$ cat config.mk
export PLATFORM = sky130hd
export DESIGN_NAME = aic_regport
export DESIGN_NICKNAME = d
export VERILOG_FILES = /design/src/common/aic_pkg.sv /design/src/verilog/aic_regport.sv
export VERILOG_INCLUDE_DIRS = /design/src /design/src/common
export SDC_FILE = /design/constraint.sdc
export NUM_CORES = 1
export LEC_CHECK = 0
export BUFFER_PORTS_ARGS = -buffer_cell sky130_fd_sc_hd__buf_4
export CAP_MARGIN = 20
export CORE_ASPECT_RATIO = 0.7
export CORE_UTILIZATION = 52
export DETAILED_ROUTE_END_ITERATION = 10
export GPL_ROUTABILITY_DRIVEN = 0
export PLACE_DENSITY = 0.89
export SKIP_CTS_REPAIR_TIMING = 1
export SYNTH_ARGS = -nofsm -noshare
export SYNTH_HDL_FRONTEND = slang
export SYNTH_SLANG_ARGS = --single-unit
export TNS_END_PERCENT = 1
$ cat constraint.sdc
create_clock -name i_mclk -period 6.3 [get_ports i_mclk]
set_clock_uncertainty 0.1 [all_clocks]
set_input_delay 1.26 -clock i_mclk [delete_from_list [all_inputs] [get_ports i_mclk]]
set_output_delay 1.26 -clock i_mclk [all_outputs]
set_load 0.005 [all_outputs]
$ cat src/common/aic_cfg.svh
/*
  Constants for the amplifier register port: bus address pattern,
  register offsets, fault bit positions and reset values.
  Assumes inclusion by the design file and the port checker only.
*/
`ifndef AIC_CFG_SVH
`define AIC_CFG_SVH

`define AIC_ADDR_FIXED 5'h1b
`define AIC_OFF_FAULT_SUM 8'h00
`define AIC_OFF_CHAN_PROT 8'h01
`define AIC_OFF_DIAG_A 8'h02
`define AIC_OFF_DIAG_B 8'h03
`define AIC_OFF_TEMP_VOLT 8'h04
`define AIC_OFF_OUT_STATE 8'h05
`define AIC_OFF_PLAY_MUTE 8'h06
`define AIC_OFF_DIAG_MODE 8'h07
`define AIC_OFF_GAIN 8'h08
`define AIC_OFF_OVERCUR 8'h09
`define AIC_OFF_FREQ_CLIP 8'h0a
`define AIC_OFF_DIAG_OSC 8'h0b
`define AIC_OFF_OUT_CTRL_A 8'h0c
`define AIC_OFF_OUT_CTRL_B 8'h0d
`define AIC_OFF_DC_THRESH 8'h10
`define AIC_OFF_THERMAL 8'h13
`define AIC_BIT_OTW 0
`define AIC_BIT_DC_ANY 1
`define AIC_BIT_OC_ANY 2
`define AIC_BIT_OTSD 3
`define AIC_BIT_CP_UV 4
`define AIC_BIT_ANALOG_UV 5
`define AIC_BIT_PSTAGE_UV 6
`define AIC_BIT_PSTAGE_OV 7
`define AIC_RST_BYTE 8'h00
`define AIC_RST_OUT_STATE 8'h0f

`endif

$ cat src/common/aic_pkg.sv
/*
  Types for the amplifier register port.
  Assumes aic_cfg.svh holds the numeric constants.
*/
`default_nettype none

package aic_pkg;
  typedef enum logic [5:0] {
    AIC_IDLE = 6'b000001,
    AIC_ADDR = 6'b000010,
    AIC_ACK = 6'b000100,
    AIC_WRB = 6'b001000,
    AIC_RDB = 6'b010000,
    AIC_RACK = 6'b100000
  } aic_state_t;

  // Event inputs from the analog side, one pulse or level per fault
  typedef struct packed {
    logic [7:0] fault_sum;
    logic [7:0] chan_prot;
    logic [7:0] diag_a;
    logic [7:0] diag_b;
  } aic_latch_ev_t;

  // Live status seen from the analog side
  typedef struct packed {
    logic [7:0] temp_volt;
    logic [7:0] out_state;
    logic [7:0] play_mute;
    logic [7:0] diag_mode;
    logic [7:0] thermal;
  } aic_live_t;

  // Control bytes driven to the analog side
  typedef struct packed {
    logic [7:0] gain;
    logic [7:0] overcur;
    logic [7:0] freq_clip;
    logic [7:0] diag_osc;
    logic [7:0] out_ctrl_a;
    logic [7:0] out_ctrl_b;
    logic [7:0] dc_thresh;
  } aic_ctrl_t;
endpackage

`default_nettype wire

$ cat src/verilog/aic_regport.sv
/*
  I2C target and register map of a four-channel amplifier controller.
  Assumes SCL and SDA are sampled on i_mclk; the bus is slow against it.
  Events and status come from the analog side on the same clock.
*/
`timescale 1ns/1ps
`default_nettype none
`include "aic_cfg.svh"

module aic_regport
  import aic_pkg::*;
(
  // Clock, reset, enable
  input wire logic i_mclk,
  input wire logic i_resetn,
  input wire logic i_ce,
  // Device pins
  input wire logic i_standby_n,
  input wire logic [1:0] i_addr_sel,
  // Serial bus
  input wire logic i_scl,
  input wire logic i_sda,
  output logic o_sda_out,
  output logic o_sda_oe,
  // Analog side
  input wire aic_latch_ev_t i_latch_ev,
  input wire aic_live_t i_live,
  output aic_ctrl_t o_ctrl,
  output logic [7:0] o_fault_sum
);

  logic rst_meta_q, rst_sync_q;
  logic [1:0] scl_sync_q, sda_sync_q, stby_sync_q;
  logic [1:0] asel_meta_q, asel_q;
  logic scl_d1_q, sda_d1_q;
  logic standby;

  always_ff @(posedge i_mclk or negedge i_resetn) begin
    if (!i_resetn) begin
      rst_meta_q <= 1'b0;
      rst_sync_q <= 1'b0;
    end else if (i_ce) begin
      rst_meta_q <= 1'b1;
      rst_sync_q <= rst_meta_q;
    end
  end

  // Pin synchronisers; first stage feeds only the second
  always_ff @(posedge i_mclk or negedge rst_sync_q) begin
    if (!rst_sync_q) begin
      scl_sync_q <= 2'h3;
      sda_sync_q <= 2'h3;
      stby_sync_q <= 2'h3;
      asel_meta_q <= 2'h0;
      asel_q <= 2'h0;
      scl_d1_q <= 1'b1;
      sda_d1_q <= 1'b1;
    end else if (i_ce) begin
      scl_sync_q <= {scl_sync_q[0], i_scl};
      sda_sync_q <= {sda_sync_q[0], i_sda};
      stby_sync_q <= {stby_sync_q[0], i_standby_n};
      asel_meta_q <= i_addr_sel;
      asel_q <= asel_meta_q;
      scl_d1_q <= scl_sync_q[1];
      sda_d1_q <= sda_sync_q[1];
    end
  end

  wire scl = scl_sync_q[1];
  wire sda = sda_sync_q[1];
  assign standby = !stby_sync_q[1];
  wire scl_rise = scl && !scl_d1_q;
  wire scl_fall = !scl && scl_d1_q;
  wire bus_start = scl && scl_d1_q && sda_d1_q && !sda;
  wire bus_stop = scl && scl_d1_q && !sda_d1_q && sda;

  function automatic logic is_writable(input logic [7:0] off);
    is_writable = (off >= `AIC_OFF_GAIN && off <= `AIC_OFF_OUT_CTRL_B) ||
                  off == `AIC_OFF_DC_THRESH;
  endfunction

  aic_state_t state_q;
  logic [7:0] shift_q;
  logic [3:0] bit_cnt_q;
  logic [7:0] ptr_q;
  logic ptr_loaded_q;
  logic read_dir_q;
  logic ack_bit_q;
  logic [7:0] fault_sum_q, chan_prot_q, diag_a_q, diag_b_q;
  aic_ctrl_t ctrl_q;
  logic wr_stb;
  logic [7:0] rd_data;

  // Address byte test: fixed pattern then select bits
  // Byte is seven address bits then direction in bit 0
  wire addr_match = shift_q[7:3] == `AIC_ADDR_FIXED && shift_q[2:1] == asel_q;

  function automatic logic [7:0] read_mux(input logic [7:0] off);
    if (off == `AIC_OFF_FAULT_SUM) read_mux = fault_sum_q;
    else if (off == `AIC_OFF_CHAN_PROT) read_mux = chan_prot_q;
    else if (off == `AIC_OFF_DIAG_A) read_mux = diag_a_q;
    else if (off == `AIC_OFF_DIAG_B) read_mux = diag_b_q;
    else if (off == `AIC_OFF_TEMP_VOLT) read_mux = i_live.temp_volt;
    else if (off == `AIC_OFF_OUT_STATE) read_mux = i_live.out_state;
    else if (off == `AIC_OFF_PLAY_MUTE) read_mux = i_live.play_mute;
    else if (off == `AIC_OFF_DIAG_MODE) read_mux = i_live.diag_mode;
    else if (off == `AIC_OFF_GAIN) read_mux = ctrl_q.gain;
    else if (off == `AIC_OFF_OVERCUR) read_mux = ctrl_q.overcur;
    else if (off == `AIC_OFF_FREQ_CLIP) read_mux = ctrl_q.freq_clip;
    else if (off == `AIC_OFF_DIAG_OSC) read_mux = ctrl_q.diag_osc;
    else if (off == `AIC_OFF_OUT_CTRL_A) read_mux = ctrl_q.out_ctrl_a;
    else if (off == `AIC_OFF_OUT_CTRL_B) read_mux = ctrl_q.out_ctrl_b;
    else if (off == `AIC_OFF_DC_THRESH) read_mux = ctrl_q.dc_thresh;
    else if (off == `AIC_OFF_THERMAL) read_mux = i_live.thermal;
    else read_mux = `AIC_RST_BYTE;
  endfunction

  assign rd_data = read_mux(ptr_q);

  // Data byte completes on the eighth rising SCL edge of a write byte
  assign wr_stb = state_q == AIC_WRB && scl_rise && bit_cnt_q == 4'h7 && ptr_loaded_q;

  // Protocol engine
  always_ff @(posedge i_mclk or negedge rst_sync_q) begin
    if (!rst_sync_q) begin
      state_q <= AIC_IDLE;
      shift_q <= `AIC_RST_BYTE;
      bit_cnt_q <= 4'h0;
      ptr_q <= `AIC_RST_BYTE;
      ptr_loaded_q <= 1'b0;
      read_dir_q <= 1'b0;
      ack_bit_q <= 1'b0;
      o_sda_out <= 1'b0;
      o_sda_oe <= 1'b0;
    end else if (i_ce) begin
      if (standby) begin
        state_q <= AIC_IDLE;
        ptr_q <= `AIC_RST_BYTE;
        ptr_loaded_q <= 1'b0;
        o_sda_oe <= 1'b0;
      end else if (bus_start) begin
        // Repeated start keeps the pointer for reads
        state_q <= AIC_ADDR;
        bit_cnt_q <= 4'h0;
        o_sda_oe <= 1'b0;
      end else if (bus_stop) begin
        state_q <= AIC_IDLE;
        o_sda_oe <= 1'b0;
      end else begin
        case (state_q)
          AIC_IDLE: begin
            o_sda_oe <= 1'b0;
          end
          AIC_ADDR: begin
            if (scl_rise) begin
              shift_q <= {shift_q[6:0], sda};
              bit_cnt_q <= bit_cnt_q + 4'h1;
            end else if (scl_fall && bit_cnt_q == 4'h8) begin
              if (addr_match) begin
                read_dir_q <= shift_q[0];
                ptr_loaded_q <= 1'b0;
                o_sda_out <= 1'b0;
                o_sda_oe <= 1'b1;
                ack_bit_q <= shift_q[0];
                state_q <= AIC_ACK;
              end else begin
                state_q <= AIC_IDLE;
              end
            end
          end
          AIC_ACK: begin
            // Release after the ninth clock; reads load the first bit
            if (scl_fall) begin
              bit_cnt_q <= 4'h0;
              if (read_dir_q) begin
                shift_q <= {rd_data[6:0], 1'b0};
                o_sda_oe <= !rd_data[7];
                o_sda_out <= 1'b0;
                state_q <= AIC_RDB;
              end else begin
                o_sda_oe <= 1'b0;
                state_q <= AIC_WRB;
              end
            end
          end
          AIC_WRB: begin
            if (scl_rise) begin
              shift_q <= {shift_q[6:0], sda};
              bit_cnt_q <= bit_cnt_q + 4'h1;
            end else if (scl_fall && bit_cnt_q == 4'h8) begin
              if (!ptr_loaded_q) begin
                ptr_q <= shift_q;
                ptr_loaded_q <= 1'b1;
              end
              o_sda_out <= 1'b0;
              o_sda_oe <= 1'b1;
              state_q <= AIC_ACK;
            end
          end
          AIC_RDB: begin
            // Open-drain: drive only zeros
            if (scl_fall) begin
              if (bit_cnt_q == 4'h7) begin
                o_sda_oe <= 1'b0;
                ptr_q <= ptr_q + 8'h01;
                state_q <= AIC_RACK;
              end else begin
                o_sda_oe <= !shift_q[7];
                shift_q <= {shift_q[6:0], 1'b0};
                bit_cnt_q <= bit_cnt_q + 4'h1;
              end
            end
          end
          AIC_RACK: begin
            if (scl_rise) begin
              ack_bit_q <= !sda;
            end else if (scl_fall) begin
              bit_cnt_q <= 4'h0;
              if (ack_bit_q) begin
                shift_q <= {rd_data[6:0], 1'b0};
                o_sda_out <= 1'b0;
                o_sda_oe <= !rd_data[7];
                state_q <= AIC_RDB;
              end else begin
                state_q <= AIC_IDLE;
              end
            end
          end
          default: begin
            state_q <= AIC_IDLE;
          end
        endcase
        // Pointer steps after each data byte written, whether or not its offset is writable
        if (wr_stb) begin
          ptr_q <= ptr_q + 8'h01;
        end
      end
    end
  end

  // Control registers; only writable offsets change
  always_ff @(posedge i_mclk or negedge rst_sync_q) begin
    if (!rst_sync_q) begin
      ctrl_q <= '0;
    end else if (i_ce) begin
      if (standby) begin
        ctrl_q <= '0;
      end else if (wr_stb && is_writable(ptr_q)) begin
        if (ptr_q == `AIC_OFF_GAIN) ctrl_q.gain <= {shift_q[6:0], sda};
        else if (ptr_q == `AIC_OFF_OVERCUR) ctrl_q.overcur <= {shift_q[6:0], sda};
        else if (ptr_q == `AIC_OFF_FREQ_CLIP) ctrl_q.freq_clip <= {shift_q[6:0], sda};
        else if (ptr_q == `AIC_OFF_DIAG_OSC) ctrl_q.diag_osc <= {shift_q[6:0], sda};
        else if (ptr_q == `AIC_OFF_OUT_CTRL_A) ctrl_q.out_ctrl_a <= {shift_q[6:0], sda};
        else if (ptr_q == `AIC_OFF_OUT_CTRL_B) ctrl_q.out_ctrl_b <= {shift_q[6:0], sda};
        else ctrl_q.dc_thresh <= {shift_q[6:0], sda};
      end
    end
  end

  // Latched faults: sticky until standby or reset; no software clear
  always_ff @(posedge i_mclk or negedge rst_sync_q) begin
    if (!rst_sync_q) begin
      fault_sum_q <= `AIC_RST_BYTE;
      chan_prot_q <= `AIC_RST_BYTE;
      diag_a_q <= `AIC_RST_BYTE;
      diag_b_q <= `AIC_RST_BYTE;
    end else if (i_ce) begin
      if (standby) begin
        fault_sum_q <= `AIC_RST_BYTE;
        chan_prot_q <= `AIC_RST_BYTE;
        diag_a_q <= `AIC_RST_BYTE;
        diag_b_q <= `AIC_RST_BYTE;
      end else begin
        fault_sum_q <= fault_sum_q | i_latch_ev.fault_sum;
        chan_prot_q <= chan_prot_q | i_latch_ev.chan_prot;
        diag_a_q <= diag_a_q | i_latch_ev.diag_a;
        diag_b_q <= diag_b_q | i_latch_ev.diag_b;
      end
    end
  end

  always_ff @(posedge i_mclk or negedge rst_sync_q) begin
    if (!rst_sync_q) begin
      o_ctrl <= '0;
      o_fault_sum <= `AIC_RST_BYTE;
    end else if (i_ce) begin
      o_ctrl <= ctrl_q;
      o_fault_sum <= fault_sum_q;
    end
  end

endmodule

`default_nettype wire

# == After elaboration in Yosys (flattened, before gate mapping) ==
# Index checks and enable logic that the tools add are counted.
# W data, S select, Z words.
# classes
n_mux,113
n_eq_ne,84
n_reduce_logical,43
addsub,2
n_lt_le_gt_ge,2
bitwise,7
# ops
cell,n
$mux W8,44
$mux W56,2
$mux W6,12
$ne A5 B5 Y1 const B,10
$eq A8 B4 Y1 const B,6
$mux W48,1
$ne A2 B2 Y1 const B,21
$mux W40,1
$pmux W6 S6,1
$eq A8 B3 Y1 const B,4
$mux W1,32
$mux W32,1
$or A8 B8 Y8,4
$pmux W8 S4,1
$reduce_and A8 Y1,4
$mux W4,7
$reduce_and A9 Y1,3
$mux W24,1
$ne A3 B3 Y1 const B,7
$ne A4 B4 Y1 const B,5
$ne A2 B1 Y1 const B,9
$eq A8 B2 Y1 const B,2
$eq A8 B5 Y1 const B,2
$mux W16,1
other kinds (46),70
# word_totals
register_bits,197
word_cells,288

# == Logic depth before layout (Yosys ltp) ==
# logic_depth
depth_word,25
ltp_mapped,10
ltp_nobuf,8

# == Worst setup path after synthesis ==
# Ideal clock, no wire load.
# synth_timing
kind,register to register
start,register rst_sync_q (netlist name)
end,register rst_sync_q
stages_incl_launch_ff,2
arrival_time_ps,5118
required_ps,6103
path_buffers,0
period_less_slack_ps,5315
setup_time_ps,97
path_slack_ps,985
cell_sequence,dfrtp_1 > mux2_2
# synth_rtl
element,line,text
end signal: assignment,aic_regport.sv:44,rst_sync_q <= rst_meta_q;
end: declaration,aic_regport.sv:32,"logic rst_meta_q, rst_sync_q;"

# == Worst setup path in the final report ==
# layout_timing
start,register ptr_q[1]
end,register ctrl_q[42] (netlist bit)
# layout_between
elab_chain_len,6
elab_cells_between_ends,12
cone_classes,2 x order compare; 6 x eq/ne; 4 x reduce/logical
# layout_rtl
element,line,text
start: declaration,aic_regport.sv:85,logic [7:0] ptr_q;
start signal: assignment,aic_regport.sv:129,ptr_q <= `AIC_RST_BYTE;
start signal: assignment,aic_regport.sv:138,ptr_q <= `AIC_RST_BYTE;
start signal: assignment,aic_regport.sv:192,ptr_q <= shift_q;
$ge A8 B4 Y1 (no line) / $le A8 B4 Y1 (equally long branches),-,
$logic_and A1 B1 Y1 (no line),-,
$logic_or A1 B1 Y1 (no line),-,
$logic_and A1 B1 Y1,aic_regport.sv:248,end else if (wr_stb && is_writable(ptr_q)) begin
$ne A2 B1 Y1 (no line),-,
$reduce_and A4 Y1 (no line) *,-,
end: declaration,aic_regport.sv:90,aic_ctrl_t ctrl_q;
# Mark *: on every way between the ends. The rest lies on a longest branch, timed or not.
# A chain may end at the register's enable or synchronous reset.

==> results.tsv <==
metric	value	unit
largest net degree at the start of global routing	77	
1st-iter DRT viols	1537	
clk slew on worst S/H paths	0.08	ns
Total GRT Usage	30.5	%
Critical-path top delay cell	ha_1	
Compound-Gate Fraction of Synth Area	15.2	%
RSZ-0062 raised after global routing	no	
DP HPWL	21200	um
Final nets	1141	
Period minus WS final	3.90	ns
Final Worst Setup Slack	2.40	ns
worst slack at placement	2.68	ns
vias per cell	6.65	
clock latency at the later pin of the worst-skew pair	0.45	ns
Die Ht	118	um
R2R Setup Slk	2.40	ns
adder-cell share of the synthesized area	0.873	%
Crit path arrival time	4.13	ns
Sink Count	196	
RR Endpoint	ctrl_q[42]$_DFFE_PN0P_	
clock tree buffer depth	2	
core area	18900	um2
Final setup viols	0	
period utilization	62.0	%
Post-Syn Nets	1037	
MaxCap Viol Count	0	
largest family of logic cells by synthesized area	multiplexers	
worst vdd ir	0.000185	V
CP max stage delay	0.85	ns
die width	168	um
CTS tree	built	
Sequential cell area	4920	um2
Synth-to-Final Area Change	18.0	%
# H-tree levels	4	
Placement Cell Area	11200	um2
Slew Viols, Final	0	
share of layout cells above drive strength 1	32.2	%
initial antenna violation count	1	
CP delay by family, top	compound AO/OA/AOI/OAI gates	
Root Driver	clkbuf_16	
slew of the pin with the lowest slew margin	1.04	ns
multi-input logic area	4800	um2
Distinct cells, synth	71	
total CTS buffers	17	
synthesized area	10000	um2
PwrDens	272	nW/um2
Async SR Flop Fraction	100	%
DR WL/cell	22.6	um
grt total ovfl	0	
io pins	146	
Setup TNS Final	0	ns
Critical R2R Launch	ptr_q[1]$_DFFE_PN0P_	
Diodes inserted	0	
Post-Synth XOR/XNOR Area	0.524	%
Final Cell Area	11800	um2
wire length of the first global-routing pass	46400	um
EDFF count, synth	0	
via count	8708	
worst rel slew slack	30.1	%
final wirelength	29600	um
# rows	42	
Filler Cell Count	1445	
cell depth of the worst flop-to-flop path	8	
Mapped Avg Cell Area	10.6	um2
Final Hold Vio Count	0	
drt drc	0	
FMAX	256	MHz
crit path cell chain	inv_1, ha_1, or3b_2, nand4b_1, a211o_1, o21ai_1, o211ai_1, mux2_2	
vias in the first global route	8348	
IO buf count	144	
router iterations before antenna repair	11	
Ys Warns	0	
worst hold path type	flip-flop to asynchronous set/reset pin	
leakage	5.47	nW
simple-gate portion of the synthesized area	14.5	%
register area share after synthesis	49.0	%
Final ANT Viol Nets	0	
Initial Utilization	53.0	%
WP buf/inv	1	
ys flop type	dfrtp_1	
die area	19900	um2
mux share of post-synthesis cell area	16.6	%
post-route core utilization	62.6	%
CP max FO	29	
post-synthesis register bit count	196	
Worst Setup Start Kind	flip-flop	
status	complete, no violations	
crit end category	flip-flop	
kind of critical path	flip-flop to flip-flop	
CP Data Required Time	6.53	ns
Synth Instances	950	
-- cell usage in the layout, fill, tap and decap left out, types with 6 or more instances in the layout --
cell type  instances
a32oi_1            6
mux2_2           139
nor2b_1           11
dfrtp_1          186
o21ai_0           41
clkbuf_16         17
nand4_1            8
o2111ai_1          8
nor3b_1            7
nand3_1           28
a31oi_1            7
and2_1            10
inv_1             14
ha_1               7
a21oi_1           67
nand3b_1          11
o22ai_1            8
nor2_1            65
nor3_1            22
and3_1            16
mux2i_1           10
nand2_1           58
buf_4            150
dfstp_2            9
nand2b_1           8
o31ai_1            8
a211oi_1          10
o211ai_1          13
-- layout make-up --
| class | count | area share (%) |
|---|---|---|
| Sequential cell | 196 | 41.5 |
| Tap cell | 242 | 2.56 |
| Clock inverter | 14 | 1.58 |
| Timing Repair Buffer | 151 | 9.74 |
| Clock buffer | 18 | 3.62 |
| Multi-Input combinational cell | 674 | 40.5 |
| Inverter | 14 | 0.444 |
-- how the worst max path moves through the flow --
stage                      startpoint                endpoint  slack, ns  depth (start not counted)
2_1_floorplan  rst_sync_q$_DFFE_PN0P_   ack_bit_q$_DFFE_PN0P_       0.33                          0
3_3_place_gp                     i_ce  shift_q[2]$_DFFE_PN0P_       2.79                          5
3_5_place_dp     ptr_q[1]$_DFFE_PN0P_  ctrl_q[36]$_DFFE_PN0P_       2.68                          8
4_1_cts          ptr_q[1]$_DFFE_PN0P_   ctrl_q[4]$_DFFE_PN0P_       2.66                          8
5_1_grt          ptr_q[1]$_DFFE_PN0P_   ctrl_q[4]$_DFFE_PN0P_       2.28                          8
6_report         ptr_q[1]$_DFFE_PN0P_  ctrl_q[42]$_DFFE_PN0P_       2.40                          8
-- cell families (layout without fill, tap and decap cells) --
family	Yosys count	after routing
buffers and inverters	80	197
adder cells (fa/ha/maj)	7	7
AO/OA/AOI/OAI	232	232
other	1	1
XOR/XNOR	6	6
flip-flops	196	196
AND/OR/NAND/NOR	279	279
multiplexers	149	149
-- cell usage after synthesis, types with 5 or more instances --
cell,instances,area share (%)
nor4_1,5,0.31
a32oi_1,6,0.52
a22oi_1,5,0.37
nand4_1,8,0.50
and3_1,16,1.0
nand2_1,58,2.2
a21oi_1,67,3.3
mux2i_1,10,1.0
inv_1,14,0.52
o21ai_1,5,0.25
nand3_1,28,1.4
o211ai_1,13,0.97
nand2b_1,8,0.50
o31ai_1,8,0.60
a31oi_1,7,0.44
nor2_1,65,2.4
o21ai_0,41,2.0
o22ai_1,8,0.50
o2111ai_1,8,0.70
o221ai_1,5,0.44
dfstp_2,9,2.4
nor3_1,22,1.1
dfrtp_1,187,47
a211oi_1,10,0.75
nor2b_1,12,0.75
a221oi_1,5,0.44
mux2_2,139,16
clkbuf_1,55,2.1
and2_1,10,0.62
nor3b_1,7,0.52
buf_1,6,0.22
a22o_1,5,0.44
nand3b_1,11,0.82
and2_0,5,0.31
ha_1,7,0.87
-- through the flow --
stage               std cells  total power, mW  hold slack (ns)
finish                   1309             3.22            0.327
global route             1309             3.33            0.372
CTS                      1308             3.20            0.365
detailed placement       1276             2.09            0.350
global placement         1276             2.07            0.341
floorplan                 950             1.84            0.331
-- report_power, final --
group,internal (mW),leakage (nW),switching [mW]
registers,1.40,2.56,0.134
logic,0.274,2.62,0.298
clock network,0.575,0.295,0.542
-- layer usage --
| layer | wire (um) | global-route usage [%] | up-vias |
|---|---|---|---|
| li1 | - | - | 3722 |
| met1 | 12100 | 43.8 | 4164 |
| met2 | 12100 | 41.8 | 682 |
| met3 | 4240 | 11.4 | 140 |
| met4 | 1160 | 11.2 | 0 |
| met5 | 0 | 0 | - |
-- sequential cells by signal, indices dropped and copies added (netlist names), 2 cells and up --
register	flops
ctrl_q	56
o_ctrl	56
chan_prot_q	8
diag_a_q	8
diag_b_q	8
fault_sum_q	8
o_fault_sum	8
ptr_q	8
shift_q	8
state_q	6
bit_cnt_q	4
asel_meta_q	2
asel_q	2
scl_sync_q	2
sda_sync_q	2
stby_sync_q	2
Note: power is estimated with default switching activity, not from simulation.
